### src/design/dtsc_pkg.sv
// Package: constants and types of the dual timer shared control block
package dtsc_pkg;

  // ----------------------------------------------------------------
  // Register map
  // ----------------------------------------------------------------
  localparam int unsigned DTSC_AW = 4;
  localparam logic [1:0] DTSC_CTRL_IDX = 2'h1;
  localparam logic [DTSC_AW-1:0] DTSC_CTRL_ADDR = {DTSC_CTRL_IDX, 2'h0};
  localparam int unsigned DTSC_MODE_BIT = 7;
  localparam int unsigned DTSC_PINSEL_BIT = 6;
  localparam int unsigned DTSC_LOGIC_LSB = 4;
  localparam int unsigned DTSC_PP_LSB = 2;
  localparam int unsigned DTSC_SHORT_BIT = 1;
  localparam int unsigned DTSC_LONG_BIT = 0;

  // ----------------------------------------------------------------
  // Field encodings
  // ----------------------------------------------------------------
  typedef enum logic [1:0] {
    DTSC_LOG_AND = 2'h0,
    DTSC_LOG_OR = 2'h1,
    DTSC_LOG_NOR = 2'h2,
    DTSC_LOG_NAND = 2'h3
  } dtsc_logic_e;

  typedef enum logic [1:0] {
    DTSC_EDGE_FALL = 2'h0,
    DTSC_EDGE_RISE = 2'h1,
    DTSC_EDGE_BOTH = 2'h2,
    DTSC_EDGE_RSVD = 2'h3
  } dtsc_edge_e;

  typedef enum logic [1:0] {
    DTSC_PP_NORMAL = 2'h0,
    DTSC_PP_PINGPONG = 2'h1,
    DTSC_PP_FORCE_LO = 2'h2,
    DTSC_PP_FORCE_HI = 2'h3
  } dtsc_pp_e;

  localparam logic [1:0] DTSC_FILT_NONE = 2'h0;
  localparam logic [1:0] DTSC_FILT_SHORT = 2'h1;
  localparam logic [1:0] DTSC_FILT_LONG = 2'h2;

  // ----------------------------------------------------------------
  // Timing and reset values
  // ----------------------------------------------------------------
  localparam int unsigned DTSC_FILT_SHORT_CYC = 4;
  localparam int unsigned DTSC_FILT_LONG_CYC = 8;
  localparam int unsigned DTSC_SCLK_DIV = 2;
  localparam logic [1:0] DTSC_RESP_OKAY = 2'h0;
  localparam logic [1:0] DTSC_RESP_SLVERR = 2'h2;

  typedef struct packed {
    logic demod;
    logic pin_sel;
    logic [1:0] logic_sel;
    logic [1:0] pp_sel;
    logic short_init;
    logic long_init;
  } dtsc_ctrl_s;

  localparam dtsc_ctrl_s DTSC_CTRL_RST = '0;

  // Control bundle handed to the two counter/timers
  typedef struct packed {
    logic demod;
    logic pingpong;
    logic short_init;
    logic long_init;
    logic capture_rise;
    logic capture_fall;
  } dtsc_tmr_ctl_s;

endpackage

### src/design/dtsc_sclk_div.sv
// Divider producing the one-cycle SCLK enable from mclk
`timescale 1ns/1ps
`default_nettype none
module dtsc_sclk_div #(
  parameter int unsigned DIV = dtsc_pkg::DTSC_SCLK_DIV
) (
  input wire logic mclk,
  input wire logic rstn,
  output logic sclk_en
);
  import dtsc_pkg::*;

  logic [7:0] cnt_q;

  always_ff @(posedge mclk or negedge rstn) begin
    if (!rstn) begin
      cnt_q <= 8'h00;
      sclk_en <= 1'b0;
    end else if (cnt_q == 8'(DIV - 1)) begin
      cnt_q <= 8'h00;
      sclk_en <= 1'b1;
    end else begin
      cnt_q <= cnt_q + 8'h01;
      sclk_en <= 1'b0;
    end
  end

endmodule // dtsc_sclk_div
`default_nettype wire

### src/design/dtsc_glitch_filter.sv
// Glitch filter on the synchronised demodulator input
`timescale 1ns/1ps
`default_nettype none
module dtsc_glitch_filter (
  input wire logic mclk,
  input wire logic rstn,
  input wire logic sclk_en,
  input wire logic [1:0] filt_sel,
  input wire logic din,
  output logic level_q
);
  import dtsc_pkg::*;

  logic [3:0] cnt_q;
  logic [3:0] need;

  always_comb begin
    need = 4'h0;
    case (filt_sel)
      DTSC_FILT_SHORT: need = 4'(DTSC_FILT_SHORT_CYC);
      DTSC_FILT_LONG: need = 4'(DTSC_FILT_LONG_CYC);
      default: need = 4'h0;
    endcase
  end

  // A change is taken only after it has held for the chosen SCLK count
  always_ff @(posedge mclk or negedge rstn) begin
    if (!rstn) begin
      cnt_q <= 4'h0;
      level_q <= 1'b0;
    end else if (need == 4'h0 || din == level_q) begin
      cnt_q <= 4'h0;
      level_q <= din;
    end else if (sclk_en) begin
      if (cnt_q + 4'h1 >= need) begin
        cnt_q <= 4'h0;
        level_q <= din;
      end else begin
        cnt_q <= cnt_q + 4'h1;
      end
    end
  end

endmodule // dtsc_glitch_filter
`default_nettype wire

### src/design/dtsc_top.sv
// Shared control register and output/input routing for two counter/timers
//
// Functional notes
// Mode bit: 0 transmit, 1 demodulation
// Transmit: pin select routes combined output
// Demodulation: pin select picks input pin
// Transmit: AND, OR, NOR, NAND combine
// Logic field survives stop-mode recovery
// Demodulation: falling, rising, both edge select
// Transmit: normal, ping-pong, force low/high
// Demodulation: no, 4 or 8 filter
// Transmit: short timer initial output level
// Transmit: long timer initial output level
// Rising edge flag, write one clears
// Falling edge flag, write one clears
// Software stops timers before ping-pong
`timescale 1ns/1ps
`default_nettype none
module dtsc_top #(
  parameter int unsigned SCLK_DIV = dtsc_pkg::DTSC_SCLK_DIV
) (
  input wire logic mclk,
  input wire logic rstn,
  input wire logic stop_recover,
  // AXI4-Lite slave
  input wire logic [dtsc_pkg::DTSC_AW-1:0] s_axi_awaddr,
  input wire logic s_axi_awvalid,
  output logic s_axi_awready,
  input wire logic [31:0] s_axi_wdata,
  input wire logic [3:0] s_axi_wstrb,
  input wire logic s_axi_wvalid,
  output logic s_axi_wready,
  output logic [1:0] s_axi_bresp,
  output logic s_axi_bvalid,
  input wire logic s_axi_bready,
  input wire logic [dtsc_pkg::DTSC_AW-1:0] s_axi_araddr,
  input wire logic s_axi_arvalid,
  output logic s_axi_arready,
  output logic [31:0] s_axi_rdata,
  output logic [1:0] s_axi_rresp,
  output logic s_axi_rvalid,
  input wire logic s_axi_rready,
  // Timer side
  input wire logic short_timer_output,
  input wire logic long_timer_output,
  output dtsc_pkg::dtsc_tmr_ctl_s timer_ctl,
  // Port logic and pins
  input wire logic port_out_data,
  input wire logic port_out_oe_n,
  output logic timer_output_pin_o,
  output logic timer_output_pin_oe_n,
  input wire logic timer_output_pin_i,
  input wire logic primary_demod_input_pin,
  input wire logic alternate_demod_input_pin
);
  import dtsc_pkg::*;

  // ----------------------------------------------------------------
  // Decode helpers
  // ----------------------------------------------------------------
  function automatic logic addr_hit(input logic [DTSC_AW-1:0] a);
    addr_hit = (a == DTSC_CTRL_ADDR);
  endfunction

  function automatic logic combine(input logic [1:0] sel, input logic a, input logic b);
    case (sel)
      DTSC_LOG_AND: combine = a & b;
      DTSC_LOG_OR: combine = a | b;
      DTSC_LOG_NOR: combine = ~(a | b);
      DTSC_LOG_NAND: combine = ~(a & b);
      default: combine = a & b;
    endcase
  endfunction

  typedef enum logic [1:0] {
    DTSC_WR_IDLE = 2'h0,
    DTSC_WR_RESP = 2'h1
  } dtsc_wr_e;

  // ----------------------------------------------------------------
  // Storage
  // ----------------------------------------------------------------
  dtsc_ctrl_s ctrl_q;
  logic rise_flag_q;
  logic fall_flag_q;
  dtsc_wr_e wr_state_q;
  logic aw_got_q;
  logic w_got_q;
  logic [DTSC_AW-1:0] awaddr_q;
  logic [7:0] wbyte_q;
  logic wlane_q;
  logic wr_fire;
  logic wr_hit;
  logic [7:0] ctrl_rd;
  logic sclk_en;
  logic [1:0] pin_meta_q;
  logic [1:0] pin_sync_q;
  logic demod_in;
  logic filt_level;
  logic filt_prev_q;
  logic edge_rise;
  logic edge_fall;
  logic long_eff;
  logic combined;
  logic route_out;

  // ----------------------------------------------------------------
  // AXI4-Lite write channel
  // ----------------------------------------------------------------
  assign s_axi_awready = !aw_got_q && (wr_state_q == DTSC_WR_IDLE);
  assign s_axi_wready = !w_got_q && (wr_state_q == DTSC_WR_IDLE);
  assign wr_fire = (wr_state_q == DTSC_WR_IDLE)
                && (aw_got_q || s_axi_awvalid) && (w_got_q || s_axi_wvalid);
  assign wr_hit = addr_hit(aw_got_q ? awaddr_q : s_axi_awaddr);

  always_ff @(posedge mclk or negedge rstn) begin
    if (!rstn) begin
      aw_got_q <= 1'b0;
      awaddr_q <= '0;
    end else if (wr_fire) begin
      aw_got_q <= 1'b0;
    end else if (s_axi_awvalid && s_axi_awready) begin
      aw_got_q <= 1'b1;
      awaddr_q <= s_axi_awaddr;
    end
  end

  always_ff @(posedge mclk or negedge rstn) begin
    if (!rstn) begin
      w_got_q <= 1'b0;
      wbyte_q <= 8'h00;
      wlane_q <= 1'b0;
    end else if (wr_fire) begin
      w_got_q <= 1'b0;
    end else if (s_axi_wvalid && s_axi_wready) begin
      w_got_q <= 1'b1;
      wbyte_q <= s_axi_wdata[7:0];
      wlane_q <= s_axi_wstrb[0];
    end
  end

  // Write data and lane seen at the write edge, held or live
  logic [7:0] wr_byte;
  logic wr_lane;
  assign wr_byte = w_got_q ? wbyte_q : s_axi_wdata[7:0];
  assign wr_lane = w_got_q ? wlane_q : s_axi_wstrb[0];

  always_ff @(posedge mclk or negedge rstn) begin
    if (!rstn) begin
      wr_state_q <= DTSC_WR_IDLE;
      s_axi_bvalid <= 1'b0;
      s_axi_bresp <= DTSC_RESP_OKAY;
    end else begin
      case (wr_state_q)
        DTSC_WR_IDLE: begin
          if (wr_fire) begin
            wr_state_q <= DTSC_WR_RESP;
            s_axi_bvalid <= 1'b1;
            s_axi_bresp <= wr_hit ? DTSC_RESP_OKAY : DTSC_RESP_SLVERR;
          end
        end
        DTSC_WR_RESP: begin
          if (s_axi_bready) begin
            wr_state_q <= DTSC_WR_IDLE;
            s_axi_bvalid <= 1'b0;
          end
        end
        default: begin
          wr_state_q <= DTSC_WR_IDLE;
          s_axi_bvalid <= 1'b0;
        end
      endcase
    end
  end

  logic reg_wr;
  assign reg_wr = wr_fire && wr_hit && wr_lane;

  // ----------------------------------------------------------------
  // Control register
  // ----------------------------------------------------------------
  // Stop-mode recovery restores defaults except the combine field.
  // Bits 1:0 hold the initial levels only while in transmit mode;
  // in demodulation mode the same bits are the write-one-clear flags.
  always_ff @(posedge mclk or negedge rstn) begin
    if (!rstn) begin
      ctrl_q <= DTSC_CTRL_RST;
    end else if (stop_recover) begin
      ctrl_q.demod <= DTSC_CTRL_RST.demod;
      ctrl_q.pin_sel <= DTSC_CTRL_RST.pin_sel;
      ctrl_q.pp_sel <= DTSC_CTRL_RST.pp_sel;
      ctrl_q.short_init <= DTSC_CTRL_RST.short_init;
      ctrl_q.long_init <= DTSC_CTRL_RST.long_init;
    end else if (reg_wr) begin
      ctrl_q.demod <= wr_byte[DTSC_MODE_BIT];
      ctrl_q.pin_sel <= wr_byte[DTSC_PINSEL_BIT];
      ctrl_q.logic_sel <= wr_byte[DTSC_LOGIC_LSB +: 2];
      ctrl_q.pp_sel <= wr_byte[DTSC_PP_LSB +: 2];
      if (!ctrl_q.demod) begin
        ctrl_q.short_init <= wr_byte[DTSC_SHORT_BIT];
        ctrl_q.long_init <= wr_byte[DTSC_LONG_BIT];
      end
    end
  end

  // ----------------------------------------------------------------
  // Edge flags
  // ----------------------------------------------------------------
  // A detected edge in the clearing cycle wins over the clear
  always_ff @(posedge mclk or negedge rstn) begin
    if (!rstn) begin
      rise_flag_q <= 1'b0;
    end else if (ctrl_q.demod && edge_rise) begin
      rise_flag_q <= 1'b1;
    end else if (stop_recover) begin
      rise_flag_q <= 1'b0;
    end else if (reg_wr && ctrl_q.demod && wr_byte[DTSC_SHORT_BIT]) begin
      rise_flag_q <= 1'b0;
    end
  end

  always_ff @(posedge mclk or negedge rstn) begin
    if (!rstn) begin
      fall_flag_q <= 1'b0;
    end else if (ctrl_q.demod && edge_fall) begin
      fall_flag_q <= 1'b1;
    end else if (stop_recover) begin
      fall_flag_q <= 1'b0;
    end else if (reg_wr && ctrl_q.demod && wr_byte[DTSC_LONG_BIT]) begin
      fall_flag_q <= 1'b0;
    end
  end

  // ----------------------------------------------------------------
  // AXI4-Lite read channel
  // ----------------------------------------------------------------
  always_comb begin
    ctrl_rd = {ctrl_q.demod, ctrl_q.pin_sel, ctrl_q.logic_sel, ctrl_q.pp_sel, 2'h0};
    if (ctrl_q.demod) begin
      ctrl_rd[DTSC_SHORT_BIT] = rise_flag_q;
      ctrl_rd[DTSC_LONG_BIT] = fall_flag_q;
    end else begin
      ctrl_rd[DTSC_SHORT_BIT] = ctrl_q.short_init;
      ctrl_rd[DTSC_LONG_BIT] = ctrl_q.long_init;
    end
  end

  assign s_axi_arready = !s_axi_rvalid;

  always_ff @(posedge mclk or negedge rstn) begin
    if (!rstn) begin
      s_axi_rvalid <= 1'b0;
      s_axi_rdata <= 32'h00000000;
      s_axi_rresp <= DTSC_RESP_OKAY;
    end else if (s_axi_arvalid && s_axi_arready) begin
      s_axi_rvalid <= 1'b1;
      if (addr_hit(s_axi_araddr)) begin
        s_axi_rdata <= {24'h000000, ctrl_rd};
        s_axi_rresp <= DTSC_RESP_OKAY;
      end else begin
        s_axi_rdata <= 32'h00000000;
        s_axi_rresp <= DTSC_RESP_SLVERR;
      end
    end else if (s_axi_rvalid && s_axi_rready) begin
      s_axi_rvalid <= 1'b0;
    end
  end

  // ----------------------------------------------------------------
  // Demodulator input path
  // ----------------------------------------------------------------
  dtsc_sclk_div #(
    .DIV(SCLK_DIV)
  ) u_sclk_div (
    .mclk(mclk),
    .rstn(rstn),
    .sclk_en(sclk_en)
  );

  // Both candidate pins are synchronised so a select change never
  // exposes a metastable stage to the filter.
  logic [1:0] pin_raw;
  assign pin_raw = {alternate_demod_input_pin, primary_demod_input_pin};

  genvar gi;
  generate
    for (gi = 0; gi < 2; gi++) begin : g_sync
      always_ff @(posedge mclk or negedge rstn) begin
        if (!rstn) begin
          pin_meta_q[gi] <= 1'b0;
          pin_sync_q[gi] <= 1'b0;
        end else begin
          pin_meta_q[gi] <= pin_raw[gi];
          pin_sync_q[gi] <= pin_meta_q[gi];
        end
      end
    end
  endgenerate

  assign demod_in = ctrl_q.pin_sel ? pin_sync_q[1] : pin_sync_q[0];

  dtsc_glitch_filter u_filter (
    .mclk(mclk),
    .rstn(rstn),
    .sclk_en(sclk_en),
    .filt_sel(ctrl_q.demod ? ctrl_q.pp_sel : DTSC_FILT_NONE),
    .din(demod_in),
    .level_q(filt_level)
  );

  always_ff @(posedge mclk or negedge rstn) begin
    if (!rstn) begin
      filt_prev_q <= 1'b0;
    end else begin
      filt_prev_q <= filt_level;
    end
  end

  assign edge_rise = filt_level && !filt_prev_q;
  assign edge_fall = !filt_level && filt_prev_q;

  // Reserved edge code captures nothing
  always_ff @(posedge mclk or negedge rstn) begin
    if (!rstn) begin
      timer_ctl.capture_rise <= 1'b0;
      timer_ctl.capture_fall <= 1'b0;
    end else begin
      timer_ctl.capture_rise <= ctrl_q.demod && edge_rise
        && (ctrl_q.logic_sel == DTSC_EDGE_RISE || ctrl_q.logic_sel == DTSC_EDGE_BOTH);
      timer_ctl.capture_fall <= ctrl_q.demod && edge_fall
        && (ctrl_q.logic_sel == DTSC_EDGE_FALL || ctrl_q.logic_sel == DTSC_EDGE_BOTH);
    end
  end

  // ----------------------------------------------------------------
  // Transmit output path
  // ----------------------------------------------------------------
  always_comb begin
    case (ctrl_q.pp_sel)
      DTSC_PP_FORCE_LO: long_eff = 1'b0;
      DTSC_PP_FORCE_HI: long_eff = 1'b1;
      default: long_eff = long_timer_output;
    endcase
  end

  assign combined = combine(ctrl_q.logic_sel, short_timer_output, long_eff);
  assign route_out = !ctrl_q.demod && ctrl_q.pin_sel;

  // Demodulation mode hands the pin back to the port logic
  always_ff @(posedge mclk or negedge rstn) begin
    if (!rstn) begin
      timer_output_pin_o <= 1'b0;
      timer_output_pin_oe_n <= 1'b1;
    end else if (route_out) begin
      timer_output_pin_o <= combined;
      timer_output_pin_oe_n <= 1'b0;
    end else begin
      timer_output_pin_o <= port_out_data;
      timer_output_pin_oe_n <= port_out_oe_n;
    end
  end

  // Ping-pong is only flagged; start order is left to software
  always_ff @(posedge mclk or negedge rstn) begin
    if (!rstn) begin
      timer_ctl.demod <= 1'b0;
      timer_ctl.pingpong <= 1'b0;
      timer_ctl.short_init <= 1'b0;
      timer_ctl.long_init <= 1'b0;
    end else begin
      timer_ctl.demod <= ctrl_q.demod;
      timer_ctl.pingpong <= !ctrl_q.demod && ctrl_q.pp_sel == DTSC_PP_PINGPONG;
      timer_ctl.short_init <= ctrl_q.short_init;
      timer_ctl.long_init <= ctrl_q.long_init;
    end
  end

  // Pin readback is not used inside this block
  logic unused_pin;
  assign unused_pin = timer_output_pin_i ^ (|s_axi_wdata[31:8]) ^ (|s_axi_wstrb[3:1]);

endmodule // dtsc_top
`default_nettype wire

### config.mk
export PLATFORM = sky130hd
export DESIGN_NAME = dtsc_top
export DESIGN_NICKNAME = d
export VERILOG_FILES = /design/src/design/dtsc_pkg.sv /design/src/design/dtsc_sclk_div.sv /design/src/design/dtsc_glitch_filter.sv /design/src/design/dtsc_top.sv
export SDC_FILE = /design/constraint.sdc
export NUM_CORES = 1
export LEC_CHECK = 0
export BUFFER_PORTS_ARGS = -buffer_cell sky130_fd_sc_hd__buf_2
export CAP_MARGIN = 20
export CORE_MARGIN = 8
export CORE_UTILIZATION = 40
export CTS_CLUSTER_DIAMETER = 150
export DETAILED_ROUTE_END_ITERATION = 7
export GPL_TIMING_DRIVEN = 0
export PLACE_DENSITY = 0.66
export SKIP_CTS_REPAIR_TIMING = 1
export SYNTH_ARGS = -nofsm -noshare
export SYNTH_HDL_FRONTEND = slang
export SYNTH_SLANG_ARGS = --single-unit
export TNS_END_PERCENT = 5
### constraint.sdc
create_clock -name mclk -period 6.65 [get_ports mclk]
set_clock_uncertainty 0.2 [all_clocks]
set_input_delay 1.33 -clock mclk [delete_from_list [all_inputs] [get_ports mclk]]
set_output_delay 1.33 -clock mclk [all_outputs]
set_load 0.005 [all_outputs]
Yosys cells after proc, flatten, opt, wreduce, memory -nomap -nowiden
Cells that the tools add are included.

Register bits: 92. Input bits: 59.

Add/subtract/negate cells: 2. Magnitude comparators: 1. Equal/unequal tests: 16. Mux-type cells: 44. Bitwise logic cells: 6. Reduce and logical (&&, ||, !) cells: 50.

Operators with widths (count): 8-bit two-way mux (4); 1-bit two-way mux (22); 1-bit logical AND (21); 4-bit two-way mux (5); 2-bit two-way mux (8); 2-bit AND reduction (7); 2-bit nonzero test (6); 2-bit equality test (second input constant) (5); 8-bit by 1-bit adder with 8-bit output (second input constant) (1); 2-bit by 1-bit equality test with 1-bit output (second input constant) (4); 4-bit by 3-bit equality test with 1-bit output (second input constant) (2); 8-bit by 1-bit equality test with 1-bit output (second input constant) (1); 4-bit case mux with 2 select lines (1); 1-bit zero test (6); 2-bit inequality test (second input constant) (3); 3-bit nonzero test (2); 1-bit logical OR (5); 4-bit by 1-bit adder with 4-bit output (second input constant) (1); 4-bit >= comparator (1); 2-bit zero test (2); 4-bit zero test (1); 1-bit NOT (4); 1-bit case mux with 2 select lines (2); 1-bit case mux with 4 select lines (1); other kinds (4) (4).

Longest topological paths before layout
Depth after elaboration: 10. Depth in mapped cells: 9. Gate-level depth less buffers: 8.

Modules after synthesis
A second synthesis with hierarchy kept.

Cells, all modules: 269. Area total of the unflattened synthesis: 3160.5 um^2.

By module, submodules not included: dtsc_top (times used 1, cells each 196, area each 2351.0 um^2); dtsc_glitch_filter (times used 1, cells each 43, area each 417.9 um^2); dtsc_sclk_div (times used 1, cells each 30, area each 391.6 um^2).

Worst setup path before layout
Ideal clock, no wire load.

Path type: input to register. From: in s_axi_awaddr[0] (netlist bit). To: reg rise_flag_q. Library setup time: 120 ps. Arrival: 2364 ps. Data required time: 6330 ps. Slack: 3966 ps. Cell stages on the path: 4. Cells stage by stage: nor3_2 > a22oi_1 > or4b_1 > a31o_1.

Cells in the longest elaborated chain, start to end: 7.

Ends and longest elaborated chain: from (decl) (line dtsc_top.sv:26) `input wire logic [dtsc_pkg::DTSC_AW-1:0] s_axi_awaddr,`; 4-bit two-way mux (line dtsc_top.sv:114) `assign wr_hit = addr_hit(aw_got_q ? awaddr_q : s_axi_awaddr);`; 4-bit by 3-bit equality test with 1-bit output (line dtsc_top.sv:62) `addr_hit = (a == DTSC_CTRL_ADDR);`; 1-bit logical AND (2 in series) (line dtsc_top.sv:177) `assign reg_wr = wr_fire && wr_hit && wr_lane;`; 1-bit logical AND (2 in series) (line dtsc_top.sv:217) `end else if (reg_wr && ctrl_q.demod && wr_byte[DTSC_SHORT_BIT]) begin`; 3-bit nonzero test (no line); to (signal assigned) (line dtsc_top.sv:214) `rise_flag_q <= 1'b1;`; to (signal assigned) (line dtsc_top.sv:216) `rise_flag_q <= 1'b0;`; to (signal assigned) (line dtsc_top.sv:218) `rise_flag_q <= 1'b0;`; to (decl) (line dtsc_top.sv:84) `logic rise_flag_q;`.

No other way between the ends. A chain may end at the register's enable or synchronous reset.

Worst setup path after layout
From: reg w_got_q. To: out s_axi_wready.

Cells in the longest elaborated chain, start to end: 2.

Ends and longest elaborated chain: from (decl) (line dtsc_top.sv:88) `logic w_got_q;`; from (signal assigned) (line dtsc_top.sv:130) `w_got_q <= 1'b0;`; from (signal assigned) (line dtsc_top.sv:134) `w_got_q <= 1'b0;`; from (signal assigned) (line dtsc_top.sv:136) `w_got_q <= 1'b1;`; 1-bit zero test (line dtsc_top.sv:111) `assign s_axi_wready = !w_got_q && (wr_state_q == DTSC_WR_IDLE);`; 1-bit logical AND (line dtsc_top.sv:111); to (decl) (line dtsc_top.sv:32) `output logic s_axi_wready,`.

No other way between the ends.

==> flow_metrics.py <==
metrics = {
    "setup_path": {
        "crit_arrival_ps": 1290,
        "worstSetupStartpoint": "w_got_q",
        "critPathCaptureType": "primary output",
        "path_delay_family": "buffers and inverters",
        "critPathSlowestCell": "dfrtp_1",
        "crit_chain": "buf_2 > nor2_1 > buf_2",
        "worstReg2RegStart": "ctrl_q[7]",
        "path_class": "flop to primary output",
        "critPathBufInv": 2,
        "crit_required_ps": 5120,
        "r2r_end": "u_filter.cnt_q[1]",
        "crit_top_cell": "buf_2",
        "r2r_cells": 8,
        "rrSetupSlack_ps": 3880,
        "startpoint_type": "flop",
        "slowest_delay_ps": 430,
        "cp_max_fo": 10,
    },
    "yosys": {
        "synth-async-reset-ratio_pct": 100,
        "yosysTopAreaCell": "dfrtp_1",
        "synth_cell_types": 50,
        "mappedNetlistArea_um2": 3090,
        "synth_edf_count": 0,
        "ys.flop_type": "dfrtp_1",
        "postSynthAreaPerCell_um2": 11.9,
        "yosys_warnings": 0,
        "synth.yosys.seq_area_share_pct": 51.9,
        "synth_top_area_share_pct": 51.1,
        "synth_cells": 259,
        "synthTopCellsByArea": "dfrtp_1 (51%), buf_4 (6.3%), mux2_2 (6.2%)",
        "ys_seq_elements": 64,
    },
    "clock_network": {
        "cts_buffers": 9,
        "clock_latency_ps": 340,
        "cts_tree": "yes",
        "clk_path_buf_depth": 2,
        "cts.sinks": 64,
        "path_clk_slew_ps": 70,
        "htree_num_levels": 3,
        "cts_root_buf": "clkbuf_8",
    },
    "sta": {
        "fin_hold_ws_ps": 151,
        "hold_viol": 0,
        "tightest_slew_ps": 826,
        "max-slew-margin-rel_pct": 44.5,
        "fin_crit_ps": 2820,
        "setup-tns-final_ps": 0,
        "finalSetupViolations": 0,
        "rsz0062_at_grt": "no",
        "period_share_pct": 42.4,
        "slew_violations": 0,
        "fmax_ghz": 0.355,
    },
    "global_routing": {
        "antenna_found_initial": 0,
        "top_usage_layer": "met2",
        "grt_pass1_wl_mm": 10.2,
        "grt_max_degree": 65,
        "track_usage_pct": 11.5,
        "grt_util_met3_pct": 4.34,
        "grt_util_met1_pct": 13.5,
        "grt_pass1_vias": 2186,
        "met2_usage_pct": 17.8,
        "overflow": 0,
    },
    "floorplanning": {
        "chipHeight_um": 104,
        "start_util_pct": 40.6,
        "dieArea_um2": 10800,
        "die_w_um": 104,
        "fp-row-count": 32,
        "coreArea_um2": 7610,
        "pin_count": 108,
    },
    "power_and_ir_drop": {
        "sw_frac_of_total_pct": 27.0,
        "clockPowerShare_pct": 34.7,
        "ir_drop_mv": 0.163,
        "p_sw_uw": 303,
        "power_density_nw_per_um2": 294,
        "seqPwrFrac_pct": 43.6,
        "internal-power_uw": 820,
        "leakage_nw": 1.93,
        "power_frac_comb_pct": 21.7,
    },
    "place": {
        "globalplace.congestion": 0.735,
        "dpl.hpwl_mm": 4.51,
        "io_buffers": 53,
    },
    "final_layout": {
        "n_antenna_cell": 0,
        "nNetsFinal": 419,
        "area_delta_synth_final_pct": 23.6,
        "drive_above_1_share_pct": 35.4,
        "fillers": 721,
    },
    "worst_hold_path": {
        "min_from": "pin_meta_q[0]",
        "worstHoldEndpoint": "pin_sync_q[0]",
        "holdPathStages": 0,
        "hold_path_class": "flop to flop",
    },
    "status": {
        "status": "finished, final reports clean",
    },
    "drt": {
        "drc_errors": 0,
        "finalWirelength_mm": 5.86,
        "vias_per_cell": 4.56,
        "drt_pass1_iterations": 4,
        "vias": 2073,
        "wire_per_inst_um": 12.9,
        "initialDrtViolationCount": 85,
        "drtAntennaViolNets": 0,
    },
    "run": {
        "cap_violations": 0,
    },
}
==> cell type report <==
class	count	area (µm²)	share of cell area, %
Sequential cell	64	1600	42.0
Multi-Input combinational cell	175	1300	34.1
Timing Repair Buffer	53	268	7.01
Buffer	32	229	6.00
Clock buffer	12	165	4.33
Tap cell	102	128	3.34
Clock inverter	4	75.1	1.97
Inverter	13	48.8	1.28
==> worst max path at each step <==
stage,end,slack [ps],cells past startpoint
floorplan,rise_flag_q,3970,4
global placement,rise_flag_q,3720,5
detailed placement,rise_flag_q,3710,5
CTS,s_axi_wready,3800,3
global route,u_filter.cnt_q[1],3690,8
finish,s_axi_wready,3830,3
==> state kept, by name, summed over array words and instances, names as in the netlist <==
| name | flops |
|---|---|
| s_axi_rresp | 1 |
| u_filter.cnt_q | 4 |
| awaddr_q | 4 |
| aw_got_q | 1 |
| s_axi_bresp | 1 |
| u_filter.level_q | 1 |
| fall_flag_q | 1 |
| u_sclk_div.sclk_en | 1 |
| pin_meta_q | 2 |
| ctrl_q | 8 |
| s_axi_rdata | 8 |
| pin_sync_q | 2 |
| s_axi_rvalid | 1 |
| timer_ctl | 6 |
| wlane_q | 1 |
| wbyte_q | 8 |
| rise_flag_q | 1 |
| u_sclk_div.cnt_q | 8 |
| timer_output_pin_o | 1 |
| timer_output_pin_oe_n | 1 |
| w_got_q | 1 |
| filt_prev_q | 1 |
| s_axi_bvalid | 1 |
==> through the flow <==
| step | cell area, µm² | util, % | total power, mW | setup WS, ps | instances |
|---|---|---|---|---|---|
| 3_3_place_gp | 3570 | 47.0 | 0.736 | 3720 | 439 |
| 6_report | 3820 | 50.2 | 1.12 | 3830 | 455 |
| 4_1_cts | 3820 | 50.2 | 1.14 | 3800 | 455 |
| 2_1_floorplan | 3180 | - | 0.669 | 3970 | 284 |
| 3_5_place_dp | 3580 | 47.0 | 0.744 | 3710 | 439 |
| 5_1_grt | 3820 | 50.2 | 1.19 | 3690 | 455 |
==> per-layer routing <==
metal | share of wire, % | vias to the layer above
met5 | 0 | -
met4 | 2.1 | 0
met3 | 7.6 | 11
met2 | 44 | 63
met1 | 46 | 957
li1 | - | 1042
==> cells by family (layout without fill, tap and decap cells) <==
kind of cell    after synthesis  count (layout)  synth area share [%]
xor+xnor                      8               8                  2.27
mux                          31              31                  10.8
compound gates               43              43                  10.7
flops                        64              64                  51.9
simple gates                 55              55                  10.4
buf+inv                      45             114                  9.00
other cells                   1              26                 0.121
fa+ha+maj                    12              12                  4.86
==> cell usage after synthesis, types with 3 or more instances <==
cell      instances
dfrtp_1          63
buf_4            26
mux2_2           17
nor2_1           15
inv_1            13
mux2i_1          13
ha_1             12
a22o_1            9
a21oi_1           8
nand2_1           7
nand3_1           7
xnor2_1           7
a311oi_1          4
and2_1            3
and3_1            3
buf_2             3
nor2b_1           3
o21ai_0           3
==> placed cells by master, fill, tap and decap left out, types with 3 or more instances in the layout <==
master	n
xnor2_1	7
nor2_1	15
a21oi_1	8
a22o_1	9
nor2b_1	3
nand2_1	7
buf_4	27
clkbuf_8	12
and3_1	3
nand3_1	7
conb_1	26
ha_1	12
mux2_2	17
inv_1	13
and2_1	3
buf_2	55
a311oi_1	4
o21ai_0	3
dfrtp_1	63
mux2i_1	13
==> power groups by stage <==
stage	Combinational [mW]	Sequential, mW	Clock, mW
finish	0.244	0.490	0.389
global route	0.276	0.498	0.415
CTS	0.247	0.491	0.401
detailed placement	0.246	0.498	0
global placement	0.241	0.495	0
floorplan	0.179	0.490	0
Note: power is estimated with default switching activity, not from simulation.
